[src/core/rol_pkg.sv]
/*
 * constants for the reset and overtemperature output logic: register offsets,
 * field positions, reset values and reset timeout counts.
 * assumes a 20 MHz core clock; all timeouts are whole multiples of its period.
 */
package rol_pkg;

    // =====================================================================
    // clock and counter width
    // =====================================================================
    localparam int unsigned CLK_MHZ = 20;
    localparam int unsigned CNT_W   = 26;
    typedef logic [CNT_W-1:0] rol_cnt_t;

    // =====================================================================
    // register offsets (8-bit register space)
    // =====================================================================
    localparam logic [7:0] OFS_OT_SRC_SEL   = 8'h1F;
    localparam logic [7:0] OFS_RST_CFG      = 8'h20;
    localparam logic [7:0] OFS_DIODE_LATCH  = 8'h50;

    // reset values of the configuration registers
    localparam logic [7:0] OT_SRC_SEL_RST   = 8'h00;
    localparam logic [7:0] RST_CFG_RST      = 8'h00;

    // =====================================================================
    // overtemp source select fields
    // =====================================================================
    localparam int unsigned OT_INT_PRI      = 0;
    localparam int unsigned OT_R1_PRI       = 1;
    localparam int unsigned OT_R2_PRI       = 2;
    localparam int unsigned OT_R1_SHORT     = 3;
    localparam int unsigned OT_R1_OPEN      = 4;
    localparam int unsigned OT_R2_SHORT     = 5;
    localparam int unsigned OT_R2_OPEN      = 6;
    localparam logic [7:0]  OT_SRC_WMASK    = 8'h7F;   // bit 7 reserved

    // =====================================================================
    // reset configuration fields
    // =====================================================================
    localparam int unsigned RC_MODE_LSB     = 0;
    localparam int unsigned RC_TOUT_LSB     = 3;
    localparam logic [7:0]  RST_CFG_WMASK   = 8'h3F;   // bits 7:6 reserved

    typedef enum logic [2:0] {
        RM_NONE     = 3'h0,
        RM_UV       = 3'h1,
        RM_OV       = 3'h2,
        RM_UV_OV    = 3'h3,
        RM_UV_OT    = 3'h4,
        RM_UV_OV_OT = 3'h5,
        RM_RSV6     = 3'h6,
        RM_RSV7     = 3'h7
    } rol_rst_mode_e;

    // =====================================================================
    // reset timeouts, in microseconds, and their cycle counts
    // =====================================================================
    localparam int unsigned TOUT0_US = 25;
    localparam int unsigned TOUT1_US = 2500;
    localparam int unsigned TOUT2_US = 10000;
    localparam int unsigned TOUT3_US = 40000;
    localparam int unsigned TOUT4_US = 160000;
    localparam int unsigned TOUT5_US = 640000;
    localparam int unsigned TOUT6_US = 1280000;
    localparam int unsigned TOUT7_US = 2560000;

    localparam int unsigned TOUT0_CYC = TOUT0_US * CLK_MHZ;
    localparam int unsigned TOUT1_CYC = TOUT1_US * CLK_MHZ;
    localparam int unsigned TOUT2_CYC = TOUT2_US * CLK_MHZ;
    localparam int unsigned TOUT3_CYC = TOUT3_US * CLK_MHZ;
    localparam int unsigned TOUT4_CYC = TOUT4_US * CLK_MHZ;
    localparam int unsigned TOUT5_CYC = TOUT5_US * CLK_MHZ;
    localparam int unsigned TOUT6_CYC = TOUT6_US * CLK_MHZ;
    localparam int unsigned TOUT7_CYC = TOUT7_US * CLK_MHZ;

endpackage : rol_pkg

[src/core/rol_hold_if.sv]
/*
 * carrier between the output logic and its reset hold timer.
 * assumes both ends share one clock; no crossing inside.
 */
interface rol_hold_if;
    import rol_pkg::*;

    logic           resetCond;      // some enabled reset condition is present
    rol_cnt_t       holdCycles;     // timeout length to reload on a condition
    logic           holdActive;     // reset still asserted (condition or hold)

    modport ctrl  (output resetCond, output holdCycles, input  holdActive);
    modport timer (input  resetCond, input  holdCycles, output holdActive);
endinterface : rol_hold_if

[src/core/rol_output_logic.sv]
/*
 * reset and overtemperature output logic of a system monitor: drives the
 * active-low overtemperature alarm and the active-low system reset.
 * assumes the threshold flags arrive already compared and synchronous to clk,
 * and that registers are written through a simple 8-bit strobed port.
 */
// What this block does
// - remote 1 short flag drives alarm, bit 3
// - diode faults latch alarm; clear-register write clears
// - bit 4: remote 1 open flag latches alarm
// - bit 5: remote 2 short flag latches alarm
// - bit 6: remote 2 open; bit 7 reserved
// - mode 000: reset only at boot timeout
// - mode 001: selected undervoltage asserts reset
// - mode 010: selected overvoltage asserts reset
// - mode 011: selected under or overvoltage asserts reset
// - mode 100: undervoltage or internal overtemp resets
// - mode 101: under/overvoltage or internal overtemp resets
// - timeout field picks 25us up to 2560ms
// - each mask bit enables one voltage input
module rol_output_logic
    import rol_pkg::*;
#(
    parameter rol_cnt_t TOUT1_CYCLES = rol_cnt_t'(TOUT1_CYC),
    parameter rol_cnt_t TOUT2_CYCLES = rol_cnt_t'(TOUT2_CYC),
    parameter rol_cnt_t TOUT3_CYCLES = rol_cnt_t'(TOUT3_CYC),
    parameter rol_cnt_t TOUT4_CYCLES = rol_cnt_t'(TOUT4_CYC),
    parameter rol_cnt_t TOUT5_CYCLES = rol_cnt_t'(TOUT5_CYC),
    parameter rol_cnt_t TOUT6_CYCLES = rol_cnt_t'(TOUT6_CYC),
    parameter rol_cnt_t TOUT7_CYCLES = rol_cnt_t'(TOUT7_CYC)
) (
    input  wire logic       clk,
    input  wire logic       rst_b,
    // register port
    input  wire logic       regWrEn,
    input  wire logic       regRdEn,
    input  wire logic [7:0] regAddr,
    input  wire logic [7:0] regWrData,
    output logic [7:0]      regRdData,
    // reset input select mask, held elsewhere
    input  wire logic [7:0] reset_input_select_mask,
    // comparator flags of the monitored voltage inputs
    input  wire logic [7:0] priUnderVolt,
    input  wire logic [7:0] priOverVolt,
    // temperature flags
    input  wire logic       intPriOverTemp,
    input  wire logic       rem1PriOverTemp,
    input  wire logic       rem2PriOverTemp,
    input  wire logic       rem1DiodeShort,
    input  wire logic       rem1DiodeOpen,
    input  wire logic       rem2DiodeShort,
    input  wire logic       rem2DiodeOpen,
    // outputs
    output logic            overtemp_alarm_n,
    output logic            systemReset_n
);

    // =====================================================================
    // timeout lookup
    // =====================================================================
    function automatic rol_cnt_t toutCycles(input logic [2:0] sel);
        rol_cnt_t c;
        c = rol_cnt_t'(TOUT0_CYC);
        unique case (sel)
            3'h0: c = rol_cnt_t'(TOUT0_CYC);
            3'h1: c = TOUT1_CYCLES;
            3'h2: c = TOUT2_CYCLES;
            3'h3: c = TOUT3_CYCLES;
            3'h4: c = TOUT4_CYCLES;
            3'h5: c = TOUT5_CYCLES;
            3'h6: c = TOUT6_CYCLES;
            3'h7: c = TOUT7_CYCLES;
        endcase
        return c;
    endfunction : toutCycles

    logic [7:0]     otSrcSel_reg;
    logic [7:0]     otSrcSel_next;
    logic [7:0]     rstCfg_reg;
    logic [7:0]     rstCfg_next;
    logic [3:0]     diodeLatch_reg;
    logic [3:0]     diodeLatch_next;
    logic [7:0]     rdData_reg;
    logic [7:0]     rdData_next;
    logic           alarmN_reg;
    logic           alarmN_next;
    logic           resetN_reg;
    logic           resetN_next;

    logic           clearWrite;
    logic [3:0]     diodeHit;
    logic           liveOverTemp;
    logic [7:0]     selUv;
    logic [7:0]     selOv;
    logic           resetCond;
    logic [2:0]     rstMode;
    logic [2:0]     toutSel;

    rol_hold_if     hold ();

    // =====================================================================
    // register writes; reserved bits are kept at zero
    // =====================================================================
    always_comb begin
        otSrcSel_next = otSrcSel_reg;
        rstCfg_next   = rstCfg_reg;
        if (regWrEn && regAddr == OFS_OT_SRC_SEL) begin
            otSrcSel_next = regWrData & OT_SRC_WMASK;
        end
        if (regWrEn && regAddr == OFS_RST_CFG) begin
            rstCfg_next = regWrData & RST_CFG_WMASK;
        end
    end

    // any write to the clear register counts, the data is ignored
    assign clearWrite = regWrEn && (regAddr == OFS_DIODE_LATCH);

    // =====================================================================
    // overtemperature sources
    // =====================================================================
    // diode fault hits, in latch bit order r1 short, r1 open, r2 short, r2 open
    assign diodeHit[0] = otSrcSel_reg[OT_R1_SHORT] & rem1DiodeShort;
    assign diodeHit[1] = otSrcSel_reg[OT_R1_OPEN]  & rem1DiodeOpen;
    assign diodeHit[2] = otSrcSel_reg[OT_R2_SHORT] & rem2DiodeShort;
    assign diodeHit[3] = otSrcSel_reg[OT_R2_OPEN]  & rem2DiodeOpen;

    // primary overtemperature thresholds follow the flags without latching
    assign liveOverTemp = (otSrcSel_reg[OT_INT_PRI] & intPriOverTemp)
                        | (otSrcSel_reg[OT_R1_PRI]  & rem1PriOverTemp)
                        | (otSrcSel_reg[OT_R2_PRI]  & rem2PriOverTemp);

    // latch next: a fault in the clearing cycle wins over the clear
    always_comb begin
        diodeLatch_next = diodeLatch_reg;
        if (clearWrite) begin
            diodeLatch_next = '0;
        end
        diodeLatch_next = diodeLatch_next | diodeHit;
        alarmN_next = !(liveOverTemp || (|diodeLatch_next));
    end

    // =====================================================================
    // reset condition selection
    // =====================================================================
    assign rstMode = rstCfg_reg[RC_MODE_LSB +: 3];
    assign toutSel = rstCfg_reg[RC_TOUT_LSB +: 3];
    assign selUv   = priUnderVolt & reset_input_select_mask;
    assign selOv   = priOverVolt  & reset_input_select_mask;

    // codes 110 and 111 are not defined yet; they behave as no dependency
    always_comb begin
        resetCond = 1'b0;
        unique case (rol_rst_mode_e'(rstMode))
            RM_NONE:     resetCond = 1'b0;
            RM_UV:       resetCond = |selUv;
            RM_OV:       resetCond = |selOv;
            RM_UV_OV:    resetCond = |(selUv | selOv);
            RM_UV_OT:    resetCond = (|selUv) | intPriOverTemp;
            RM_UV_OV_OT: resetCond = (|(selUv | selOv)) | intPriOverTemp;
            RM_RSV6:     resetCond = 1'b0;
            RM_RSV7:     resetCond = 1'b0;
        endcase
    end

    assign hold.resetCond  = resetCond;
    assign hold.holdCycles = toutCycles(toutSel);

    // hold timer drives the reset; output flop adds one cycle of latency
    rol_hold_timer #(
        .BOOT_CYCLES (rol_cnt_t'(TOUT0_CYC))
    ) u_hold (
        .clk   (clk),
        .rst_b (rst_b),
        .hold  (hold.timer)
    );

    assign resetN_next = !hold.holdActive;

    // =====================================================================
    // read data; latch register shows which diode faults are held
    // =====================================================================
    always_comb begin
        rdData_next = rdData_reg;
        if (regRdEn) begin
            unique case (regAddr)
                OFS_OT_SRC_SEL:  rdData_next = otSrcSel_reg;
                OFS_RST_CFG:     rdData_next = rstCfg_reg;
                OFS_DIODE_LATCH: rdData_next = {4'h0, diodeLatch_reg};
                default:         rdData_next = 8'h00;
            endcase
        end
    end

    // =====================================================================
    // registers
    // =====================================================================
    always_ff @(posedge clk) begin
        if (!rst_b) begin
            otSrcSel_reg   <= OT_SRC_SEL_RST;
            rstCfg_reg     <= RST_CFG_RST;
            diodeLatch_reg <= 4'h0;
            rdData_reg     <= 8'h00;
            alarmN_reg     <= 1'b1;
            resetN_reg     <= 1'b0;
        end else begin
            otSrcSel_reg   <= otSrcSel_next;
            rstCfg_reg     <= rstCfg_next;
            diodeLatch_reg <= diodeLatch_next;
            rdData_reg     <= rdData_next;
            alarmN_reg     <= alarmN_next;
            resetN_reg     <= resetN_next;
        end
    end

    assign overtemp_alarm_n = alarmN_reg;
    assign systemReset_n    = resetN_reg;
    assign regRdData        = rdData_reg;

endmodule : rol_output_logic

[src/core/rol_hold_timer.sv]
/*
 * reset hold timer: keeps reset asserted while a condition is present and for
 * the chosen timeout after it clears.
 * assumes resetCond is synchronous to clk; rst_b is the boot reset.
 */
module rol_hold_timer
    import rol_pkg::*;
#(
    parameter rol_cnt_t BOOT_CYCLES = rol_cnt_t'(TOUT0_CYC)
) (
    input  wire logic   clk,
    input  wire logic   rst_b,
    rol_hold_if.timer   hold
);

    typedef enum logic [1:0] {
        HS_ASSERT  = 2'b01,
        HS_RELEASE = 2'b10
    } rol_hold_state_e;

    rol_hold_state_e    state_reg;
    rol_hold_state_e    state_next;
    rol_cnt_t           count_reg;
    rol_cnt_t           count_next;

    // =====================================================================
    // next state: a condition reloads the count, so recurrence restarts it
    // =====================================================================
    always_comb begin
        state_next = state_reg;
        count_next = count_reg;
        unique case (state_reg)
            HS_ASSERT: begin
                if (hold.resetCond) begin
                    count_next = hold.holdCycles;
                end else if (count_reg > rol_cnt_t'(1)) begin
                    count_next = count_reg - rol_cnt_t'(1);
                end else begin
                    count_next = '0;
                    state_next = HS_RELEASE;
                end
            end
            HS_RELEASE: begin
                if (hold.resetCond) begin
                    count_next = hold.holdCycles;
                    state_next = HS_ASSERT;
                end
            end
        endcase
    end

    // =====================================================================
    // registers; boot starts in assert with the boot timeout loaded
    // =====================================================================
    always_ff @(posedge clk) begin
        if (!rst_b) begin
            state_reg <= HS_ASSERT;
            count_reg <= BOOT_CYCLES;
        end else begin
            state_reg <= state_next;
            count_reg <= count_next;
        end
    end

    assign hold.holdActive = (state_reg == HS_ASSERT);

endmodule : rol_hold_timer

[config.mk]
export PLATFORM = sky130hd
export DESIGN_NAME = rol_output_logic
export DESIGN_NICKNAME = d
export VERILOG_FILES = /design/src/core/rol_pkg.sv /design/src/core/rol_hold_if.sv /design/src/core/rol_output_logic.sv /design/src/core/rol_hold_timer.sv
export SDC_FILE = /design/constraint.sdc
export NUM_CORES = 1
export LEC_CHECK = 0
export BUFFER_PORTS_ARGS = -buffer_cell sky130_fd_sc_hd__buf_2
export CORE_UTILIZATION = 45
export CTS_CLUSTER_SIZE = 25
export DETAILED_ROUTE_END_ITERATION = 12
export GPL_ROUTABILITY_DRIVEN = 0
export PLACE_DENSITY = 0.66
export SLEW_MARGIN = 25
export SYNTH_ARGS = -nofsm -noshare
export SYNTH_HDL_FRONTEND = slang
export SYNTH_SLANG_ARGS = --single-unit
[constraint.sdc]
create_clock -name clk -period 5.7 [get_ports clk]
set_clock_uncertainty 0.1 [all_clocks]
set_input_delay 0.285 -clock clk [delete_from_list [all_inputs] [get_ports clk]]
set_output_delay 0.285 -clock clk [all_outputs]
set_load 0.05 [all_outputs]
==> impl_metrics.yaml <==
outcome:
  status: "finished clean"
logic_synthesis:
  synthArstFlopShare_pct: 0
  ys_seq_elements: 74
  yosysSeqAreaShare_pct: 41.11
  synth_edf_count: 0
  syn_inst: 422
  syn_area_um2: 3603
  synthFlopType: "dfxtp_1"
  synth_cell_types: 60
  syn-num-nets: 481
  yosysWarnings: 0
  avgSynthCellArea_um2: 8.539
worst_setup_path:
  required_ns: 5.84
  r2r-start: "u_hold.count_reg[18]$_SDFFE_PN0P_"
  crit_arrival_ns: 2.89
  start_kind: "primary input"
  critPathLaunch: "regAddr[0]"
  cp-endpoint: "hold.holdCycles[10]$_DFF_P_"
  reg2reg_depth: 6
  reg2reg_to: "u_hold.count_reg[5]$_SDFFE_PN1P_"
  cp-end-kind: "register"
  r2r_slack_ns: 3.02
  crit_type: "primary input to register"
  cp_max_fo: 12
routing:
  wl_um: 9004
  routedWlPerCell_um: 15.50
  route.detailed.drc: 0
  drt_iter0_markers: 247
  via_per_inst: 5.802
  dr.pass1.iters: 5
  antenna_left: 0
  vias: 3371
sta:
  tns_ns: 0
  relSlewSlack_pct: 36.92
  worst_pin_slew_ns: 0.9427
  rsz0062_at_grt: "false"
  fin_crit_sh_pct: 48.31
  drv_slew: 0
  hold_viol: 0
  fin_crit_ns: 2.754
  setup_viol: 0
  max_freq_mhz: 363.1
die:
  initial_utilization_pct: 46.63
  core.rowCount: 32
  die_w_um: 91.49
  core_area_um2: 7727
  num_io_pins: 61
  dieArea_um2: 8370
  dieHeight_um: 91.49
global_routing:
  first_global_vias: 3186
  grt_pass1_wl_um: 15320
  grt_usage_pct: 23.14
  grt_max_degree: 55
  grt.overflow.total: 0
  antenna_found_initial: 0
clock_network:
  clockBufferDepth: 2
  root_buffer: "clkbuf_8"
  clk_pin_slew_ns: 0.07
  holdBufCountCts: 0
  cts_tree: "built"
  h-tree-depth: 3
  post-cts-setup-buffer-count: 0
  clk_latency_ns: 0.35
  cts_buffers: 9
  cts_sinks: 74
  ctsResizeCount: 0
job:
  maxCapViolCount: 0
cells_and_area:
  area_growth_pct: 16.32
  largest_reg_flops: 26
  diodes: 0
  post_route_cells_drive_above_1_share_pct: 20.88
  nets: 534
  stdcell_area_um2: 4192
placed_design:
  port_buffers: 58
  place_area_um2: 3974
  hpwl_um: 6433
pwr:
  peakVddDrop_mv: 0.1007
  p_per_area_nw_per_um2: 254.5
  leakagePower_nw: 1.673
min_path:
  hp-class: "primary input to register"
cell usage after synthesis (7+ instances only):
library cell  instances  area [µm²]
a22oi_1              19       142.6
clkbuf_1             16       60.06
a21boi_0             16       120.1
o21a_1                7       52.55
nor3_1               16       80.08
ha_1                  8       100.1
nand2_1              50       187.7
nor2_1               24       90.09
nor4_1                9       56.30
nand3_1              25       125.1
dfxtp_1              74        1481
nor2b_1              16       100.1
inv_1                10       37.54
nand4_1              11       68.82
a21oi_1              13       65.06
o21ai_0              22       110.1
critical path: stages:
cell and delay (ns):
buf_2 0.10, nor4_1 0.49, and3_1 0.53, nand3_1 0.15, a21boi_0 0.57, inv_1 0.19, ha_1 0.27, and2_1 0.15
a21o_1 0.15
where the power goes:
part | switching (W) | internal (W)
Clock | 0.000191 | 0.000257
Sequential | 0.0000109 | 0.000525
Combinational | 0.0000467 | 0.0000359
Total | 0.000248 | 0.000818
through the flow:
step	hold WS (ns)	util [%]	std cells	worst slack [ns]	total power [W]
3_5_place_dp	0.3123	51.42	566	2.593	0.0006304
4_1_cts	0.08444	54.24	581	2.964	0.001074
5_1_grt	0.1112	54.24	581	2.674	0.001107
6_report	0.09546	54.24	581	2.946	0.001067
2_1_floorplan	0.3030	-	422	3.354	0.0005972
3_3_place_gp	0.3147	51.42	566	2.727	0.0006287
worst min path at each step:
| stage | from | endpoint | slack, ns | depth (start not counted) |
|---|---|---|---|---|
| after floorplan | hold.holdCycles[12]$_DFF_P_ | u_hold.count_reg[12]$_SDFFE_PN0P_ | 0.30 | 1 |
| after global placement | hold.holdCycles[13]$_DFF_P_ | u_hold.count_reg[13]$_SDFFE_PN0P_ | 0.31 | 1 |
| after detailed placement | hold.holdCycles[9]$_SDFF_PP0_ | u_hold.count_reg[9]$_SDFFE_PN0P_ | 0.31 | 1 |
| after CTS | regWrData[6] | otSrcSel_reg[6]$_SDFFE_PN0P_ | 0.08 | 3 |
| after global routing | regWrData[6] | otSrcSel_reg[6]$_SDFFE_PN0P_ | 0.11 | 3 |
| final | regWrData[6] | otSrcSel_reg[6]$_SDFFE_PN0P_ | 0.1 | 3 |
cell families after synthesis:
kind of cell	count (synthesis)	share of synthesized area, %
simple gates	192	29.58
compound gates	110	21.22
flops	74	41.11
buf+inv	29	3.160
fa+ha+maj	8	2.778
xor+xnor	6	1.458
mux	2	0.5903
other cells	1	0.1041
routing by layer:
metal	vias to the layer above	track usage, %	part of all wire, %
li1	1659	-	-
met1	1561	31.70	47
met2	130	34.77	44
met3	21	3.936	6.2
met4	0	11.77	2.3
met5	-	0	0
final cells by class:
cell class	count	area [µm²]
Clock buffer	11	141.4
Clock inverter	4	76.32
Fill cell	732	3536
Inverter	10	37.54
Multi-Input combinational cell	319	2014
Sequential cell	74	1481
Tap cell	102	127.6
Timing Repair Buffer	61	312.8
layout by cell type (no fill, tap or decap), types with 11 or more instances in the layout:
cell	Yosys	routed
a22oi_1	19	19
nor2b_1	16	16
o21ai_0	22	22
a21boi_0	16	16
buf_2	1	58
nor3_1	16	16
nand2_1	50	50
dfxtp_1	74	74
nand4_1	11	11
nor2_1	24	24
a21oi_1	13	13
nand3_1	25	25
(Power assumes the default switching activity.)
